===== src/rtl/ioc_regs.vh =====
/*
 * Register map, field positions, reset values and mode codes of the
 * programmable I/O cell pair.
 * Assumes inclusion by bare name from the cell's top module.
 */
`ifndef IOC_REGS_VH
`define IOC_REGS_VH

// ********************
// Register byte addresses
// ********************
`define IOC_ADDR_CTRL       12'h000
`define IOC_ADDR_INIT       12'h004
`define IOC_ADDR_STATUS     12'h008

// ********************
// Reset values and widths
// ********************
`define IOC_CTRL_W          18
`define IOC_CTRL_RST        18'h00000
`define IOC_INIT_W          3
`define IOC_INIT_RST        3'h0

// ********************
// Control field positions
// ********************
`define IOC_F_IN_MODE_LO    0
`define IOC_F_IN_MODE_HI    1
`define IOC_F_CLK_SEL_LO    2
`define IOC_F_CLK_SEL_HI    3
`define IOC_F_CLK_INV       4
`define IOC_F_DLY_EN        5
`define IOC_F_DLY_DYN       6
`define IOC_F_DLY_FIX_LO    7
`define IOC_F_DLY_FIX_HI    10
`define IOC_F_OUT_MODE_LO   11
`define IOC_F_OUT_MODE_HI   12
`define IOC_F_OUT_LATCH     13
`define IOC_F_TRI_DDR       14
`define IOC_F_TRI_LATCH     15
`define IOC_F_DIFF          16
`define IOC_F_POL_AUTO      17

// ********************
// Init field positions
// ********************
`define IOC_F_INIT_IN       0
`define IOC_F_INIT_OUT      1
`define IOC_F_INIT_TRI      2

// ********************
// Mode codes
// ********************
`define IOC_IN_SDR          2'h0
`define IOC_IN_DDR          2'h1
`define IOC_IN_GEAR         2'h2
`define IOC_IN_BYPASS       2'h3
`define IOC_OUT_SDR         2'h0
`define IOC_OUT_DDR         2'h1
`define IOC_OUT_GEAR        2'h2

// ********************
// Delay line
// ********************
`define IOC_DLY_TAPS        16

`endif


===== src/rtl/ioc_top.v =====
/*
 * Programmable I/O cell pair: input, output and tristate register
 * paths, clock selection, input delay, gearbox and APB registers.
 * Assumes pads, edge clocks and strobe arrive asynchronously and are
 * sampled by I_SYS_CLK; core-side controls share I_SYS_CLK.
 */
// The register offsets and the APB interface to the registers were decided locally.
// Operation
// - Cell holds two pin units, each with output, tristate and pad input.
// - Two units join as true/complement pair; LVDS out where capable.
// - Pad input may bypass registers and delay to core, clock, strobe.
// - Input delay is fixed or set by a four-bit core bus.
// - SDR input mode captures pad data in one register on cell clock.
// - DDR input samples rise and fall strobe edges, resynced to system.
// - Registered input shows data captured on selected clock rising edge.
// - Polarity control picks system clock edge for strobe resync.
// - Pair gearbox turns double-rate input of unit A into four streams.
// - SDR output passes negative data through flip-flop or latch.
// - DDR output registers both bits; positive bit latched, clock mux.
// - Double-rate output exists only on left, right and bottom edges.
// - Pair gearbox serialises four core streams onto the pad.
// - SDR tristate passes core control through flip-flop or latch.
// - DDR tristate registers both bits; positive latched, clock mux.
// - Input clock chosen from routing, two edge clocks or strobe.
// - Selected input clock may be inverted.
// - Core clock enables gate flops; local set/reset acts on cell.
// - Active-low global set/reset acts on cell registers.
// - Strobe leaving idle into preamble sets sync clock polarity.
`include "ioc_regs.vh"

module ioc_top #(
    parameter EDGE_LRB     = 1,
    parameter LVDS_CAPABLE = 1
) (
    // System
    input  wire         I_SYS_CLK,
    input  wire         I_SYS_RST,
    // APB slave
    input  wire         I_PSEL,
    input  wire         I_PENABLE,
    input  wire         I_PWRITE,
    input  wire [11:0]  I_PADDR,
    input  wire [31:0]  I_PWDATA,
    output wire [31:0]  O_PRDATA,
    output wire         O_PREADY,
    output wire         O_PSLVERR,
    // Pads
    input  wire [1:0]   I_PAD_INPUT,
    output wire [1:0]   O_PAD_OUT,
    output wire [1:0]   O_PAD_OE,
    // Clock sources
    input  wire         I_CLK_ROUTE,
    input  wire         I_EDGE_CLOCK_ONE,
    input  wire         I_EDGE_CLOCK_TWO,
    input  wire         I_STROBE,
    input  wire         I_STROBE_IDLE,
    // Core controls
    input  wire [3:0]   I_DYNAMIC_DELAY_CTRL,
    input  wire         I_SYNC_CLOCK_POLARITY,
    input  wire         I_CE_IN,
    input  wire         I_CE_OUT,
    input  wire         I_LOCAL_SET_RESET,
    input  wire         I_GLOBAL_SET_RESET_N,
    // Core output data
    input  wire [1:0]   I_OUT_DATA_NEG,
    input  wire [1:0]   I_OUT_DATA_POS,
    input  wire [1:0]   I_TRI_CTRL_NEG,
    input  wire [1:0]   I_TRI_CTRL_POS,
    input  wire [1:0]   I_SDR_TRI_CTRL,
    input  wire [3:0]   I_GEAR_OUT_DATA,
    // Inputs to core
    output wire [1:0]   O_COMB_INPUT_TO_CORE,
    output wire [1:0]   O_CLOCK_NETWORK_INPUT,
    output wire         O_STROBE_DELAY_FEED,
    output wire [1:0]   O_REGISTERED_INPUT,
    output wire [1:0]   O_DUAL_RATE_INPUT_A,
    output wire [1:0]   O_DUAL_RATE_INPUT_B,
    output wire [1:0]   O_GEARBOX_POS_INPUT,
    output wire [1:0]   O_GEARBOX_NEG_INPUT
);

// ********************
// Input synchronisers
// ********************
    localparam SW = 7;
    localparam SI_ROUTE = 2;
    localparam SI_E1    = 3;
    localparam SI_E2    = 4;
    localparam SI_STB   = 5;
    localparam SI_IDLE  = 6;

    reg  [SW-1:0]  sync1_q;
    reg  [SW-1:0]  sync2_q;
    wire [SW-1:0]  raw_in;

    assign raw_in = {I_STROBE_IDLE, I_STROBE, I_EDGE_CLOCK_TWO,
                     I_EDGE_CLOCK_ONE, I_CLK_ROUTE, I_PAD_INPUT};

    always @(posedge I_SYS_CLK) begin
        if (I_SYS_RST) begin
            sync1_q <= {SW{1'b0}};
            sync2_q <= {SW{1'b0}};
        end else begin
            sync1_q <= raw_in;
            sync2_q <= sync1_q;
        end
    end

// ********************
// Registers
// ********************
    reg  [`IOC_CTRL_W-1:0]  ctrl_q;
    reg  [`IOC_INIT_W-1:0]  init_q;
    reg  [31:0]             prdata_q;
    reg                     pslverr_q;
    reg  [31:0]             rd_d;
    reg                     err_d;
    wire [31:0]             status;
    wire                    wr_en;

    wire [1:0] in_mode  = ctrl_q[`IOC_F_IN_MODE_HI:`IOC_F_IN_MODE_LO];
    wire [1:0] clk_sel  = ctrl_q[`IOC_F_CLK_SEL_HI:`IOC_F_CLK_SEL_LO];
    wire [1:0] out_mode = ctrl_q[`IOC_F_OUT_MODE_HI:`IOC_F_OUT_MODE_LO];
    wire [3:0] dly_fix  = ctrl_q[`IOC_F_DLY_FIX_HI:`IOC_F_DLY_FIX_LO];

    assign wr_en     = I_PSEL & I_PENABLE & I_PWRITE;
    assign O_PREADY  = I_PSEL & I_PENABLE;
    assign O_PRDATA  = prdata_q;
    assign O_PSLVERR = pslverr_q;

    always @* begin
        rd_d  = 32'h00000000;
        err_d = 1'b0;
        if (I_PADDR == `IOC_ADDR_CTRL) begin
            rd_d = {{(32-`IOC_CTRL_W){1'b0}}, ctrl_q};
        end else if (I_PADDR == `IOC_ADDR_INIT) begin
            rd_d = {{(32-`IOC_INIT_W){1'b0}}, init_q};
        end else if (I_PADDR == `IOC_ADDR_STATUS) begin
            rd_d = status;
        end else begin
            err_d = 1'b1;
        end
    end

    // Read data and error are settled in the setup cycle
    always @(posedge I_SYS_CLK) begin
        if (I_SYS_RST) begin
            ctrl_q    <= `IOC_CTRL_RST;
            init_q    <= `IOC_INIT_RST;
            prdata_q  <= 32'h00000000;
            pslverr_q <= 1'b0;
        end else begin
            if (I_PSEL & ~I_PENABLE) begin
                prdata_q  <= I_PWRITE ? 32'h00000000 : rd_d;
                pslverr_q <= err_d;
            end
            if (wr_en && I_PADDR == `IOC_ADDR_CTRL) begin
                ctrl_q <= I_PWDATA[`IOC_CTRL_W-1:0];
            end else if (wr_en && I_PADDR == `IOC_ADDR_INIT) begin
                init_q <= I_PWDATA[`IOC_INIT_W-1:0];
            end
        end
    end

// ********************
// Clock selection and edge detection
// ********************
    wire [3:0] clk_src;
    wire       cell_clk;
    wire       cell_rise;
    wire       cell_fall;
    wire       rclk;
    wire       r_rise;
    wire       r_fall;
    reg        cell_clk_q;
    reg        rclk_q;

    assign clk_src  = {sync2_q[SI_STB], sync2_q[SI_E2],
                       sync2_q[SI_E1], sync2_q[SI_ROUTE]};
    assign cell_clk = clk_src[clk_sel] ^ ctrl_q[`IOC_F_CLK_INV];
    assign cell_rise = cell_clk & ~cell_clk_q;
    assign cell_fall = ~cell_clk & cell_clk_q;
    assign rclk   = sync2_q[SI_ROUTE];
    assign r_rise = rclk & ~rclk_q;
    assign r_fall = ~rclk & rclk_q;

    always @(posedge I_SYS_CLK) begin
        if (I_SYS_RST) begin
            cell_clk_q <= 1'b0;
            rclk_q     <= 1'b0;
        end else begin
            cell_clk_q <= cell_clk;
            rclk_q     <= rclk;
        end
    end

// ********************
// Set/reset and resync polarity
// ********************
    wire init_load;
    wire pol;
    wire preamble;
    reg  idle_q;
    reg  pol_auto_q;

    assign init_load = ~I_GLOBAL_SET_RESET_N | I_LOCAL_SET_RESET;
    // Strobe leaves termination level and is driven low
    assign preamble = idle_q & ~sync2_q[SI_IDLE] & ~sync2_q[SI_STB];
    assign pol = ctrl_q[`IOC_F_POL_AUTO] ? pol_auto_q
                                         : I_SYNC_CLOCK_POLARITY;

    always @(posedge I_SYS_CLK) begin
        if (I_SYS_RST) begin
            idle_q     <= 1'b0;
            pol_auto_q <= 1'b0;
        end else begin
            idle_q <= sync2_q[SI_IDLE];
            if (preamble) begin
                pol_auto_q <= rclk;
            end
        end
    end

    // Resync edge of the routing clock (rclk) chosen by polarity
    wire rs_edge = pol ? r_fall : r_rise;

// ********************
// Per pin unit input and output paths
// ********************
    wire [1:0] path_out [0:1];
    wire [1:0] rise_rs;
    wire [1:0] fall_rs;
    wire [1:0] reg_in;
    wire [1:0] pad_s;
    wire       ddr_cap  = (in_mode == `IOC_IN_DDR) |
                          ((in_mode == `IOC_IN_GEAR) & (EDGE_LRB != 0));
    wire       gear_out = (out_mode == `IOC_OUT_GEAR) & (EDGE_LRB != 0);

    genvar u;
    genvar p;
    generate
        for (u = 0; u < 2; u = u + 1) begin : g_unit
            reg  [`IOC_DLY_TAPS-1:0] dly_q;
            reg                      sdr_q;
            reg                      rise_q;
            reg                      fall_q;
            reg                      rs_rise_q;
            reg                      rs_fall_q;
            wire [3:0]               tap;
            wire                     din;

            assign pad_s[u] = sync2_q[u];
            assign tap = ctrl_q[`IOC_F_DLY_DYN] ? I_DYNAMIC_DELAY_CTRL
                                                : dly_fix;
            assign din = ctrl_q[`IOC_F_DLY_EN] ? dly_q[tap] : pad_s[u];

            always @(posedge I_SYS_CLK) begin
                if (I_SYS_RST) begin
                    dly_q     <= {`IOC_DLY_TAPS{1'b0}};
                    sdr_q     <= 1'b0;
                    rise_q    <= 1'b0;
                    fall_q    <= 1'b0;
                    rs_rise_q <= 1'b0;
                    rs_fall_q <= 1'b0;
                end else begin
                    dly_q <= {dly_q[`IOC_DLY_TAPS-2:0], pad_s[u]};
                    if (init_load) begin
                        sdr_q     <= init_q[`IOC_F_INIT_IN];
                        rise_q    <= init_q[`IOC_F_INIT_IN];
                        fall_q    <= init_q[`IOC_F_INIT_IN];
                        rs_rise_q <= init_q[`IOC_F_INIT_IN];
                        rs_fall_q <= init_q[`IOC_F_INIT_IN];
                    end else if (I_CE_IN) begin
                        if (in_mode == `IOC_IN_SDR && cell_rise) begin
                            sdr_q <= din;
                        end
                        if (ddr_cap && cell_rise) begin
                            rise_q <= din;
                        end
                        if (ddr_cap && cell_fall) begin
                            fall_q <= din;
                        end
                        if (ddr_cap && rs_edge) begin
                            rs_rise_q <= rise_q;
                            rs_fall_q <= fall_q;
                        end
                    end
                end
            end

            assign reg_in[u]  = sdr_q;
            assign rise_rs[u] = rs_rise_q;
            assign fall_rs[u] = rs_fall_q;

            // Path 0 is output data, path 1 is tristate control
            for (p = 0; p < 2; p = p + 1) begin : g_path
                reg  neg_q;
                reg  pos_q;
                reg  pos_lat_q;
                wire sdr_src = (p == 0) ? I_OUT_DATA_NEG[u]
                                        : I_SDR_TRI_CTRL[u];
                wire neg_src = (p == 0) ? I_OUT_DATA_NEG[u]
                                        : I_TRI_CTRL_NEG[u];
                wire pos_src = (p == 0) ? I_OUT_DATA_POS[u]
                                        : I_TRI_CTRL_POS[u];
                wire ddr = (EDGE_LRB != 0) & ((p == 0) ?
                           (out_mode == `IOC_OUT_DDR) :
                           ctrl_q[`IOC_F_TRI_DDR]);
                wire latch = (p == 0) ? ctrl_q[`IOC_F_OUT_LATCH]
                                      : ctrl_q[`IOC_F_TRI_LATCH];
                wire ival = (p == 0) ? init_q[`IOC_F_INIT_OUT]
                                     : init_q[`IOC_F_INIT_TRI];

                always @(posedge I_SYS_CLK) begin
                    if (I_SYS_RST) begin
                        neg_q     <= 1'b0;
                        pos_q     <= 1'b0;
                        pos_lat_q <= 1'b0;
                    end else if (init_load) begin
                        neg_q     <= ival;
                        pos_q     <= ival;
                        pos_lat_q <= ival;
                    end else if (I_CE_OUT) begin
                        if (ddr) begin
                            if (r_rise) begin
                                neg_q <= neg_src;
                                pos_q <= pos_src;
                            end
                            if (r_fall) begin
                                pos_lat_q <= pos_q;
                            end
                        end else if (latch ? rclk : r_rise) begin
                            neg_q <= sdr_src;
                        end
                    end
                end

                // Clock-driven mux picks the stored bit in DDR mode
                assign path_out[u][p] = (ddr & ~rclk) ? pos_lat_q
                                                      : neg_q;
            end
        end
    endgenerate

    assign O_COMB_INPUT_TO_CORE  = pad_s;
    assign O_CLOCK_NETWORK_INPUT = pad_s;
    assign O_STROBE_DELAY_FEED   = pad_s[0];
    assign O_REGISTERED_INPUT    = reg_in;
    assign O_DUAL_RATE_INPUT_A   = {fall_rs[0], rise_rs[0]};
    assign O_DUAL_RATE_INPUT_B   = {fall_rs[1], rise_rs[1]};

// ********************
// Input gearbox: two resynced pairs of unit A into four streams
// ********************
    reg        gin_ph_q;
    reg  [1:0] gin_hold_q;
    reg  [1:0] gpos_q;
    reg  [1:0] gneg_q;
    wire       gin_en = (in_mode == `IOC_IN_GEAR) & (EDGE_LRB != 0);

    always @(posedge I_SYS_CLK) begin
        if (I_SYS_RST) begin
            gin_ph_q   <= 1'b0;
            gin_hold_q <= 2'h0;
            gpos_q     <= 2'h0;
            gneg_q     <= 2'h0;
        end else if (init_load) begin
            gin_ph_q   <= 1'b0;
            gin_hold_q <= {2{init_q[`IOC_F_INIT_IN]}};
            gpos_q     <= {2{init_q[`IOC_F_INIT_IN]}};
            gneg_q     <= {2{init_q[`IOC_F_INIT_IN]}};
        end else if (gin_en && I_CE_IN && rs_edge) begin
            gin_ph_q <= ~gin_ph_q;
            if (!gin_ph_q) begin
                gin_hold_q <= {g_unit[0].fall_q, g_unit[0].rise_q};
            end else begin
                gpos_q <= {g_unit[0].rise_q, gin_hold_q[0]};
                gneg_q <= {g_unit[0].fall_q, gin_hold_q[1]};
            end
        end
    end

    assign O_GEARBOX_POS_INPUT = gpos_q;
    assign O_GEARBOX_NEG_INPUT = gneg_q;

// ********************
// Output gearbox: four core streams serialised on unit A
// ********************
    reg        gout_ph_q;
    reg  [3:0] gser_q;

    always @(posedge I_SYS_CLK) begin
        if (I_SYS_RST) begin
            gout_ph_q <= 1'b0;
            gser_q    <= 4'h0;
        end else if (init_load) begin
            gout_ph_q <= 1'b0;
            gser_q    <= {4{init_q[`IOC_F_INIT_OUT]}};
        end else if (gear_out && I_CE_OUT) begin
            if (r_rise && !gout_ph_q) begin
                gser_q    <= I_GEAR_OUT_DATA;
                gout_ph_q <= 1'b1;
            end else if (r_rise || r_fall) begin
                gser_q <= {1'b0, gser_q[3:1]};
                if (r_rise) begin
                    gout_ph_q <= 1'b0;
                end
            end
        end
    end

// ********************
// Pad drive and differential pairing
// ********************
    wire out_a = gear_out ? gser_q[0] : path_out[0][0];
    wire diff  = ctrl_q[`IOC_F_DIFF] & (LVDS_CAPABLE != 0);

    assign O_PAD_OUT[0] = out_a;
    assign O_PAD_OE[0]  = ~path_out[0][1];
    assign O_PAD_OUT[1] = diff ? ~out_a : path_out[1][0];
    assign O_PAD_OE[1]  = diff ? ~path_out[0][1] : ~path_out[1][1];

// ********************
// Status word
// ********************
    assign status = {20'h00000,
                     (LVDS_CAPABLE != 0), (EDGE_LRB != 0),
                     pad_s, pol_auto_q, pol,
                     fall_rs[1], rise_rs[1], fall_rs[0], rise_rs[0],
                     reg_in};

endmodule


===== config.mk =====
export PLATFORM = sky130hd
export DESIGN_NAME = ioc_top
export DESIGN_NICKNAME = d
export VERILOG_FILES = /design/src/rtl/ioc_top.v
export VERILOG_INCLUDE_DIRS = /design/src /design/src/rtl
export SDC_FILE = /design/constraint.sdc
export NUM_CORES = 1
export LEC_CHECK = 0
export ABC_AREA = 1
export BUFFER_PORTS_ARGS = -buffer_cell sky130_fd_sc_hd__buf_2
export CORE_ASPECT_RATIO = 1.4
export CORE_UTILIZATION = 55
export DETAILED_ROUTE_END_ITERATION = 16
export HOLD_SLACK_MARGIN = 0.15
export PLACE_DENSITY_LB_ADDON = 0.08
export SLEW_MARGIN = 20
export SYNTH_ARGS = -nofsm -noshare
export SYNTH_HDL_FRONTEND = slang
export SYNTH_SLANG_ARGS = --single-unit

===== constraint.sdc =====
create_clock -name I_SYS_CLK -period 4.2 [get_ports I_SYS_CLK]
set_input_delay 0.63 -clock I_SYS_CLK [delete_from_list [all_inputs] [get_ports I_SYS_CLK]]
set_output_delay 0.63 -clock I_SYS_CLK [all_outputs]
set_load 0.02 [all_outputs]

==> results of run 1 <==
power by group through the flow:
stage / clock network (mW) / logic (mW) / registers, mW
after floorplan: 0 / 0.128 / 1.24
after global routing: 1.48 / 0.202 / 1.22
final: 1.41 / 0.181 / 1.21
after global placement: 0 / 0.176 / 1.24
after CTS: 1.42 / 0.181 / 1.21
after detailed placement: 0 / 0.179 / 1.24
per-stage QoR:
| step | hold slack [ns] | setup WS (ns) | area (um^2) | power [mW] |
|---|---|---|---|---|
| global placement | 0.389 | 1.44 | 5860 | 1.41 |
| finish | 0.400 | 1.78 | 6440 | 2.81 |
| CTS | 0.402 | 1.77 | 6440 | 2.82 |
| global route | 0.424 | 1.53 | 6440 | 2.90 |
| detailed placement | 0.396 | 1.38 | 5860 | 1.42 |
| floorplan | 0.388 | 2.31 | 5470 | 1.37 |
state kept, by name (all words and copies together) (netlist names), 4 cells and up:
register,cells
g_unit.dly_q,32
sync1_q,7
ctrl_q,18
sync2_q,7
g_unit.g_path.neg_q,4
g_unit.g_path.pos_q,4
g_unit.g_path.pos_lat_q,4
O_PRDATA,18
gser_q,4
path summary, 6_finish.rpt:
| kind | end | slack (ns) | depth (start not counted) |
|---|---|---|---|
| setup / recovery | ctrl_q[14]$_SDFFE_PP0P_ | 1.78 | 9 |
| hold / removal | sync2_q[1]$_SDFF_PP0_ | 0.40 | 2 |
| setup reg to reg | g_unit[1].sdr_q$_SDFFE_PP0P_ | 2.14 | 11 |
| hold reg to reg | sync2_q[1]$_SDFF_PP0_ | 0.40 | 2 |
routing by layer:
layer | GRT usage | up-vias | wire length (um)
li1 | - | 2538 | -
met1 | 0.310 | 2272 | 5400
met2 | 0.474 | 128 | 6920
met3 | 0.0534 | 35 | 580
met4 | 0.133 | 0 | 407
met5 | 0 | - | 0
kinds of logic (layout without fill, tap and decap cells):
kind of cell | after synthesis | in the layout | share of synthesized area
simple gates | 285 | 285 | 0.223
buf+inv | 174 | 258 | 0.143
compound gates | 163 | 163 | 0.165
flops | 124 | 124 | 0.458
fa+ha+maj | 4 | 4 | 0.00923
other cells | 1 | 14 | 0.000692
xor+xnor | 1 | 1 | 0.00162
cell type report:
| type | count | area share |
|---|---|---|
| Clock buffer | 22 | 0.0752 |
| Clock inverter | 7 | 0.0140 |
| Inverter | 124 | 0.0731 |
| Multi-Input combinational cell | 467 | 0.344 |
| Sequential cell | 124 | 0.386 |
| Tap cell | 132 | 0.0257 |
| Timing Repair Buffer | 105 | 0.0824 |
worst max-delay path: stages:
cell and delay (ns):
buf_2 0.10, nor2_1 0.09, nand2_1 0.07, nor2_2 0.24
nand2_2 0.24, inv_2 0.19, nand2_1 0.64, o21ai_1 0.40
a21oi_1 0.07
cells in the final DEF (no fill, tap or decap), drive strengths merged:
master / n
a211oi: 1
a21oi: 53
a221oi: 2
a22oi: 1
a31oi: 19
buf: 105
bufinv: 2
clkbuf: 22
clkinv: 4
clkinvlp: 2
conb: 14
dfxtp: 124
ha: 4
inv: 123
nand2: 128
nand3: 58
nand3b: 1
nand4: 2
nor2: 94
nor3: 1
nor4: 1
o211ai: 7
o21ai: 72
o21bai: 3
o22ai: 4
o32ai: 1
xor2: 1
==> qor.csv, run 1 <==
metric;value;unit
grt_pass1_vias;4667;
min_period_over_period;0.577;
antenna_found_initial;0;
dieArea;10300;um^2
wl_per_cell;13.6;um
instances_no_fill;981;
fillers;842;
cp-end-kind;flop;
antenna_cells;0;
cp_data_arrival_time;2.67;ns
drive_above_1_share;0.190;
seq_area;2480;um^2
min_from;sync1_q[1]$_SDFF_PP0_;
worstMarginPinSlew;1.08;ns
synth_seq_area_share;0.458;
clk_latency;0.41;ns
antenna_left;0;
powerDensity;436;nW/um^2
drt-initial-drc-count;308;
drcViolationCount;0;
setup_violations;0;
clockBufferDepth;2;
grt_overflow_total;0;
num_vias;4973;
yosysUniqueCellTypes;36;
ys_ff_latch;124;
place_inst;952;
synth_edf_count;0;
sw_frac_of_total;0.222;
synth_area;5420;um^2
cts_tree;yes;
cp_data_required_time;4.45;ns
core-area;9510;um^2
hold_buffers;0;
comb_power_share;0.065;
cts-root-buf;clkbuf_16;
cell_internal_pwr;2.18;mW
clockPowerShare;0.503;
slew_headroom;0.279;
drv_slew;0;
h-tree-depth;4;
yosysTopAreaCellShare;0.458;
postCtsSetupRepairBufs;0;
p_leak;2.87;nW
numCtsBuffers;17;
hpwl;9480;um
synth_ff_type;dfxtp_1;
num_rows;42;
path_clk_slew;0.05;ns
synth.top_cells.by_count;dfxtp_1 (124), nand2_1 (123), inv_1 (108);
path_max_fanout;34;
die_w;85.9;um
startpoint;I_PADDR[11];
postSynthAreaPerCell;7.21;um^2
peakVddDrop;0.000321;V
tns;0;ns
drt_wl_total;13300;um
period_needed;2.42;ns
first_pass_iters;5;
fin_skew;0.00700;ns
postCtsResizedCells;0;
fin_util;0.677;
worstSetupPathType;in -> reg;
synth_top_area_cell;dfxtp_1;
power.switching;624;uW
gp_congestion;0.898;
grt_pass1_wl;21500;um
clock-sinks;124;
status;finished, final reports clean;
cp-start-kind;primary input;
layout-area-overhead-vs-synth;18.7;%
maxCapViolCount;0;
min_path_type;reg -> reg;
max_freq;0.413;GHz
port_buffers;103;
dieHeight;119;um
hold_viol;0;
synth.most_common_cell;dfxtp_1;
rsz0062_at_grt;false;
num_io_pins;132;
ys_warn_count;0;
synthArstFlopShare;0;
power.share.sequential;0.432;
synthCells;752;
initial_core_util;0.570;
synthTopCellsByArea;dfxtp_1 (46%), nand2_1 (8.5%), inv_1 (7.5%), nor2_1 (6.1%), nand3_1 (5.4%);
vias_per_cell;5.07;
layout.nets;922;
r2r_start;ctrl_q[6]$_SDFFE_PP0P_;
grt_max_degree;49;
multi_input_area;2220;um^2
grt_usage;0.271;
Note: power is estimated with default switching activity, not from simulation.
==> inputs of run 2 (changes only) <==
--- a/config.mk
+++ b/config.mk
@@ -6,10 +6,10 @@
 export SDC_FILE = /design/constraint.sdc
 export NUM_CORES = 1
 export LEC_CHECK = 0
-export ABC_AREA = 1
+export ABC_AREA = 0
 export BUFFER_PORTS_ARGS = -buffer_cell sky130_fd_sc_hd__buf_2
 export CORE_ASPECT_RATIO = 1.4
-export CORE_UTILIZATION = 55
+export CORE_UTILIZATION = 53
 export DETAILED_ROUTE_END_ITERATION = 16
 export HOLD_SLACK_MARGIN = 0.15
 export PLACE_DENSITY_LB_ADDON = 0.08
==> constraint.sdc (replaced) <==
create_clock -name I_SYS_CLK -period 2.4 [get_ports I_SYS_CLK]
set_input_delay 0.36 -clock I_SYS_CLK [delete_from_list [all_inputs] [get_ports I_SYS_CLK]]
set_output_delay 0.36 -clock I_SYS_CLK [all_outputs]
set_load 0.02 [all_outputs]
==> qor.csv, run 2 <==
metric;value;unit;change
layout.nets;730;;was 922
cp-end-kind;flop;;unchanged
grt_overflow_total;0;;unchanged
min_period_over_period;0.953;;
reg2reg_to;g_unit[1].fall_q$_SDFFE_PP0P_;;was g_unit[1].sdr_q$_SDFFE_PP0P_
ys_warn_count;0;;unchanged
clock-sinks;124;;unchanged
place_area;5820;um^2;was 5860 um^2
max_freq;0.437;GHz;
hold_depth;2;;unchanged
crit_path_cell_trace;mux2_4 > mux4_1 > nor2b_1 > or4_4 > a31o_1;;was buf_2 > nor2_1 > nand2_1 > nor2_2 > nand2_2 > inv_2 > nand2_1 > o21ai_1 > a21oi_1
synth.most_common_cell;dfxtp_1;;unchanged
synth_seq_area_share;0.470;;was 0.458
gp_congestion;0.837;;was 0.898
first_pass_iters;4;;was 5
pre_cts_ws;0.111;ns;was 1.38 ns
slowest_stage;or4_4;;was nand2_1
seq_area;2480;um^2;unchanged
drv_slew;0;;unchanged
maxCapViolCount;0;;unchanged
num_rows;42;;unchanged
stdcell_area;6520;um^2;was 6440 um^2
mostFrequentLayoutCell;dfxtp_1;;unchanged
cts_tree;yes;;unchanged
setup_violations;0;;unchanged
peakVddDrop;0.000644;V;was 0.000321 V
grt_pass1_vias;4109;;was 4,667
hpwl;9050;um;was 9480 um
synth_top_area_cell;dfxtp_1;;unchanged
fin_skew;0.00528;ns;was 0.00700 ns
grt_pass1_wl;19700;um;was 21,500 um
period_needed;2.29;ns;
drive_above_1_share;0.239;;was 0.190
antenna_cells;0;;unchanged
ys_ff_latch;124;;unchanged
synthCells;546;;was 752
worstSetupPathType;reg -> reg;;was in -> reg
clk_latency;0.41;ns;about the same
yosysUniqueCellTypes;51;;was 36
path_clk_slew;0.05;ns;about the same
wl_per_cell;15.6;um;was 13.6 um
multi_input_area;2490;um^2;was 2220 um^2
cts-root-buf;clkbuf_16;;unchanged
cp-start-kind;flop;;was primary input
die_w;86.3;um;was 85.9 um
layout_common_cells;dfxtp_1 (124), buf_2 (103), mux2i_1 (55);;was dfxtp_1 (124), nand2_1 (123), inv_1 (108)
cp_data_required_time;2.70;ns;was 4.45 ns
drt_wl_total;12400;um;was 13,300 um
startpoint;ctrl_q[6]$_SDFFE_PP0P_;;was I_PADDR[11]
postSynthAreaPerCell;9.67;um^2;was 7.21 um^2
min_from;I_CLK_ROUTE;;was sync1_q[1]$_SDFF_PP0_
regMostFlops;g_unit.dly_q;;unchanged
numCtsBuffers;17;;unchanged
rsz0062_at_grt;false;;unchanged
port_buffers;103;;unchanged
reg2reg_depth;5;;was 11
synth_edf_count;0;;unchanged
num_io_pins;132;;unchanged
grt_usage;0.251;;was 0.271
r2r_start;ctrl_q[6]$_SDFFE_PP0P_;;unchanged
min_path_type;in -> reg;;was reg -> reg
whs_endpoint;sync1_q[2]$_SDFF_PP0_;;was sync2_q[1]$_SDFF_PP0_
antenna_found_initial;0;;unchanged
clockBufferDepth;2;;unchanged
tns;0;ns;unchanged
hold_viol;0;;unchanged
layout-area-overhead-vs-synth;23.5;%;was 18.7%
path_max_fanout;8;;was 34
status;finished, final reports clean;;unchanged
synth_ff_type;dfxtp_1;;unchanged
drcViolationCount;0;;unchanged
h-tree-depth;4;;unchanged
cp_slowest_stage_delay;0.54;ns;was 0.64 ns
worstMarginPinSlew;0.742;ns;was 1.08 ns
cp_data_arrival_time;2.59;ns;was 2.67 ns
r2r_setup_slack;0.11;ns;was 2.14 ns
core-area;9560;um^2;was 9510 um^2
slew_headroom;0.504;;was 0.279
initial_core_util;0.552;;was 0.570
dieHeight;120;um;was 119 um
hold_slack;0.167;ns;was 0.400 ns
largest_reg_flops;32;;unchanged
synth_area;5280;um^2;was 5420 um^2
synthTopCellsByArea;dfxtp_1 (47%), mux2i_1 (11%), nor2b_1 (6.5%), buf_4 (3.6%), nor2_1 (3.2%);;was dfxtp_1 (46%), nand2_1 (8.5%), inv_1 (7.5%), nor2_1 (6.1%), nand3_1 (5.4%)
num_vias;4120;;was 4,973
dieArea;10400;um^2;was 10,300 um^2
powerDensity;790;nW/um^2;was 436 nW/um^2
yosysTopAreaCellShare;0.470;;was 0.458
drt-initial-drc-count;218;;was 308
grt_max_degree;42;;was 49
synthArstFlopShare;0;;unchanged
vias_per_cell;5.20;;was 5.07
setup_slack;0.113;ns;was 1.78 ns
fillers;806;;was 842
p_leak;2.77;nW;was 2.87 nW
synth.top_cells.by_count;dfxtp_1 (124), mux2i_1 (56), nor2b_1 (55);;was dfxtp_1 (124), nand2_1 (123), inv_1 (108)
antenna_left;0;;unchanged
==> run 2: changes by cell type after synthesis, moves of 10 or more <==
cell / change
a21oi_1: -28
a311oi_1: +10
a31oi_1: -19
inv_1: -95
inv_2: -14
mux2i_1: +56
nand2_1: -80
nand2b_1: +11
nand3_1: -49
nor2_1: -43
nor2b_1: +55
nor3_1: +10
o21ai_0: -20
o21ai_1: -34
==> run 2: power breakdown <==
group          total, mW  switching, mW  internal (mW)
Clock               2.76          0.887           1.87
Combinational      0.273          0.166          0.108
Sequential          2.12         0.0231           2.10
Total               5.15           1.08           4.08
==> run 2: through the flow <==
stage,instances,util,power (mW)
final,792,0.682,5.15
after global routing,792,0.682,5.32
after CTS,792,0.682,5.19
after detailed placement,756,0.609,2.43
after global placement,756,0.609,2.42
after floorplan,559,-,2.34
==> run 2: cell type report <==
cell class              count  area share
flip-flops and latches    124       0.381
clock inverters            10      0.0246
multi-input cells         368       0.382
repair buffers            123       0.104
clock buffers              22      0.0758
inverters                  13     0.00749
well taps                 132      0.0253
==> run 2: worst max-delay path by stage <==
stage,to,slack [ns],cells past startpoint
2_1_floorplan,g_unit[1].rise_q$_SDFFE_PP0P_,0.14,7
3_5_place_dp,g_unit[1].fall_q$_SDFFE_PP0P_,0.11,6
6_report,g_unit[1].fall_q$_SDFFE_PP0P_,0.11,5
3_3_place_gp,g_unit[1].sdr_q$_SDFFE_PP0P_,0.13,6
5_1_grt,g_unit[1].fall_q$_SDFFE_PP0P_,0.08,5
4_1_cts,g_unit[1].fall_q$_SDFFE_PP0P_,0.12,5
==> run 2: critical path, delay by kind of cell, from the launching register on <==
family | cells | cell delay, ns
AND/OR/NAND/NOR | 2 | 0.69
flip-flops | 1 | 0.40
AO/OA/AOI/OAI | 1 | 0.22
multiplexers | 2 | 0.87
==> run 2: cells by family after synthesis <==
family / after synthesis / synth area share
other cells: 1 / 0.000711
xor+xnor: 2 / 0.00332
compound gates: 88 / 0.114
simple gates: 196 / 0.190
fa+ha+maj: 4 / 0.00948
mux: 64 / 0.143
buf+inv: 67 / 0.0688
flops: 124 / 0.470
==> run 2: timing repair <==
action	4_1_cts	5_1_grt
hold endpoints to repair	4	0
setup buffers	0	0
hold buffers	4	0
gates resized for setup	0	0
==> run 2: metal layers <==
layer  share of wire  GRT usage
met1            0.40      0.263
met2            0.54      0.460
met3           0.040     0.0695
met4           0.024      0.110
met5               0          0
==> inputs of run 3 (changes only) <==
--- a/config.mk
+++ b/config.mk
@@ -9,7 +9,7 @@
 export ABC_AREA = 0
 export BUFFER_PORTS_ARGS = -buffer_cell sky130_fd_sc_hd__buf_2
 export CORE_ASPECT_RATIO = 1.4
-export CORE_UTILIZATION = 53
+export CORE_UTILIZATION = 38
 export DETAILED_ROUTE_END_ITERATION = 16
 export HOLD_SLACK_MARGIN = 0.15
 export PLACE_DENSITY_LB_ADDON = 0.08
==> constraint.sdc (replaced) <==
create_clock -name I_SYS_CLK -period 2.6 [get_ports I_SYS_CLK]
set_input_delay 0.39 -clock I_SYS_CLK [delete_from_list [all_inputs] [get_ports I_SYS_CLK]]
set_output_delay 0.39 -clock I_SYS_CLK [all_outputs]
set_load 0.02 [all_outputs]
==> qor.csv, run 3 (synthesis results as in run 2) <==
metric;value;unit;change
grt_max_degree;38;;was 42
hold_buffers;0;;was 4
gp_congestion;0.794;;was 0.837
postCtsSetupRepairBufs;0;;unchanged
cts_tree;yes;;unchanged
num_io_pins;132;;unchanged
max_freq;0.432;GHz;was 0.437 GHz
maxCapViolCount;0;;unchanged
regMostFlops;g_unit.dly_q;;unchanged
min_path_type;in -> reg;;unchanged
postCtsResizedCells;0;;unchanged
crit_path_cell_trace;mux2_4 > mux4_1 > a22o_1 > or4_4 > a31o_1;;was mux2_4 > mux4_1 > nor2b_1 > or4_4 > a31o_1
path_max_fanout;8;;unchanged
hpwl;9640;um;was 9050 um
drt_wl_total;13000;um;was 12,400 um
place_inst;804;;was 756
port_buffers;103;;unchanged
die_w;102;um;was 86.3 um
min_from;I_EDGE_CLOCK_ONE;;was I_CLK_ROUTE
cp_data_arrival_time;2.61;ns;was 2.59 ns
instances_no_fill;837;;was 792
cp-start-kind;flop;;unchanged
mostFrequentLayoutCell;dfxtp_1;;unchanged
path_clk_slew;0.06;ns;was 0.05 ns
peakVddDrop;0.000344;V;was 0.000644 V
hold_slack;0.182;ns;was 0.167 ns
wl_per_cell;15.6;um;about the same
fin_skew;0.00861;ns;was 0.00528 ns
p_leak;2.71;nW;was 2.77 nW
layout_common_cells;dfxtp_1 (124), buf_2 (103), mux2i_1 (56);;was dfxtp_1 (124), buf_2 (103), mux2i_1 (55)
cp_slowest_stage_delay;0.48;ns;was 0.54 ns
critPathBufInv;0;;unchanged
layout-area-overhead-vs-synth;22.8;%;was 23.5%
setup_slack;0.284;ns;was 0.113 ns
powerDensity;714;nW/um^2;was 790 nW/um^2
numCtsBuffers;17;;unchanged
drcViolationCount;0;;unchanged
grt_usage;0.190;;was 0.251
worstSetupPathType;reg -> reg;;unchanged
setup_violations;0;;unchanged
drt-initial-drc-count;105;;was 218
hold_viol;0;;unchanged
largest_reg_flops;32;;unchanged
worstMarginPinSlew;0.894;ns;was 0.742 ns
fillers;1326;;was 806
dieArea;14400;um^2;was 10,400 um^2
min_period_over_period;0.891;;was 0.953
cp-end-kind;flop;;unchanged
antenna_found_initial;1;;was 0
antenna_left;0;;unchanged
num_vias;4065;;was 4,120
rsz0062_at_grt;false;;unchanged
grt_pass1_wl;20500;um;was 19,700 um
first_pass_iters;4;;unchanged
clockBufferDepth;2;;unchanged
tns;0;ns;unchanged
grt_pass1_vias;4083;;was 4,109
drive_above_1_share;0.235;;was 0.239
initial_core_util;0.392;;was 0.552
startpoint;ctrl_q[6]$_SDFFE_PP0P_;;unchanged
layout.nets;724;;was 730
r2r_start;ctrl_q[6]$_SDFFE_PP0P_;;unchanged
num_rows;50;;was 42
period_needed;2.32;ns;was 2.29 ns
drv_slew;0;;unchanged
slowest_stage;mux4_1;;was or4_4
grt_overflow_total;0;;unchanged
status;finished, final reports clean;;unchanged
cts-root-buf;clkbuf_16;;unchanged
slew_headroom;0.403;;was 0.504
clk_latency;0.41;ns;about the same
dieHeight;141;um;was 120 um
core-area;13500;um^2;was 9560 um^2
h-tree-depth;4;;unchanged
cp_data_required_time;2.90;ns;was 2.70 ns
clock-sinks;124;;unchanged
p_total;4.63;mW;was 5.15 mW
crit_family;multiplexers;;unchanged
vias_per_cell;4.86;;was 5.20
pre_cts_ws;0.272;ns;was 0.111 ns
run 3: worst paths after layout:
kind	to	slack, ns	cells past startpoint
min	sync1_q[3]$_SDFF_PP0_	0.18	2
max reg2reg	g_unit[1].sdr_q$_SDFFE_PP0P_	0.28	5
min reg2reg	sync2_q[1]$_SDFF_PP0_	0.43	1
max	g_unit[1].sdr_q$_SDFFE_PP0P_	0.28	5
run 3: metrics by stage:
step,util,cell area [um^2]
floorplan,-,5330
global placement,0.436,5870
detailed placement,0.436,5870
CTS,0.482,6480
global route,0.482,6480
finish,0.482,6480
run 3: layout make-up:
class	instances	area, um^2	area share
tap	182	228	0.0351
antenna	1	2.50	0.000386
multi-input combinational	368	2490	0.384
clock buffer	18	429	0.0662
clock inverter	14	183	0.0282
timing repair buffer	117	621	0.0957
sequential	124	2480	0.383
inverter	13	48.8	0.00753
run 3: layer usage:
metal / part of all wire / global-route usage / vias to the layer above
met1: 0.40 / 0.204 / 1919
met5: 0 / 0 / -
met2: 0.54 / 0.352 / 76
met4: 0.020 / 0.0702 / 0
met3: 0.039 / 0.0488 / 19
li1: - / - / 2051
run 3: power breakdown:
part	leakage, nW	internal [mW]	total, mW	switching [mW]
registers	1.01	1.93	1.96	0.0216
logic	1.42	0.0942	0.246	0.152
clock network	0.289	1.53	2.43	0.899
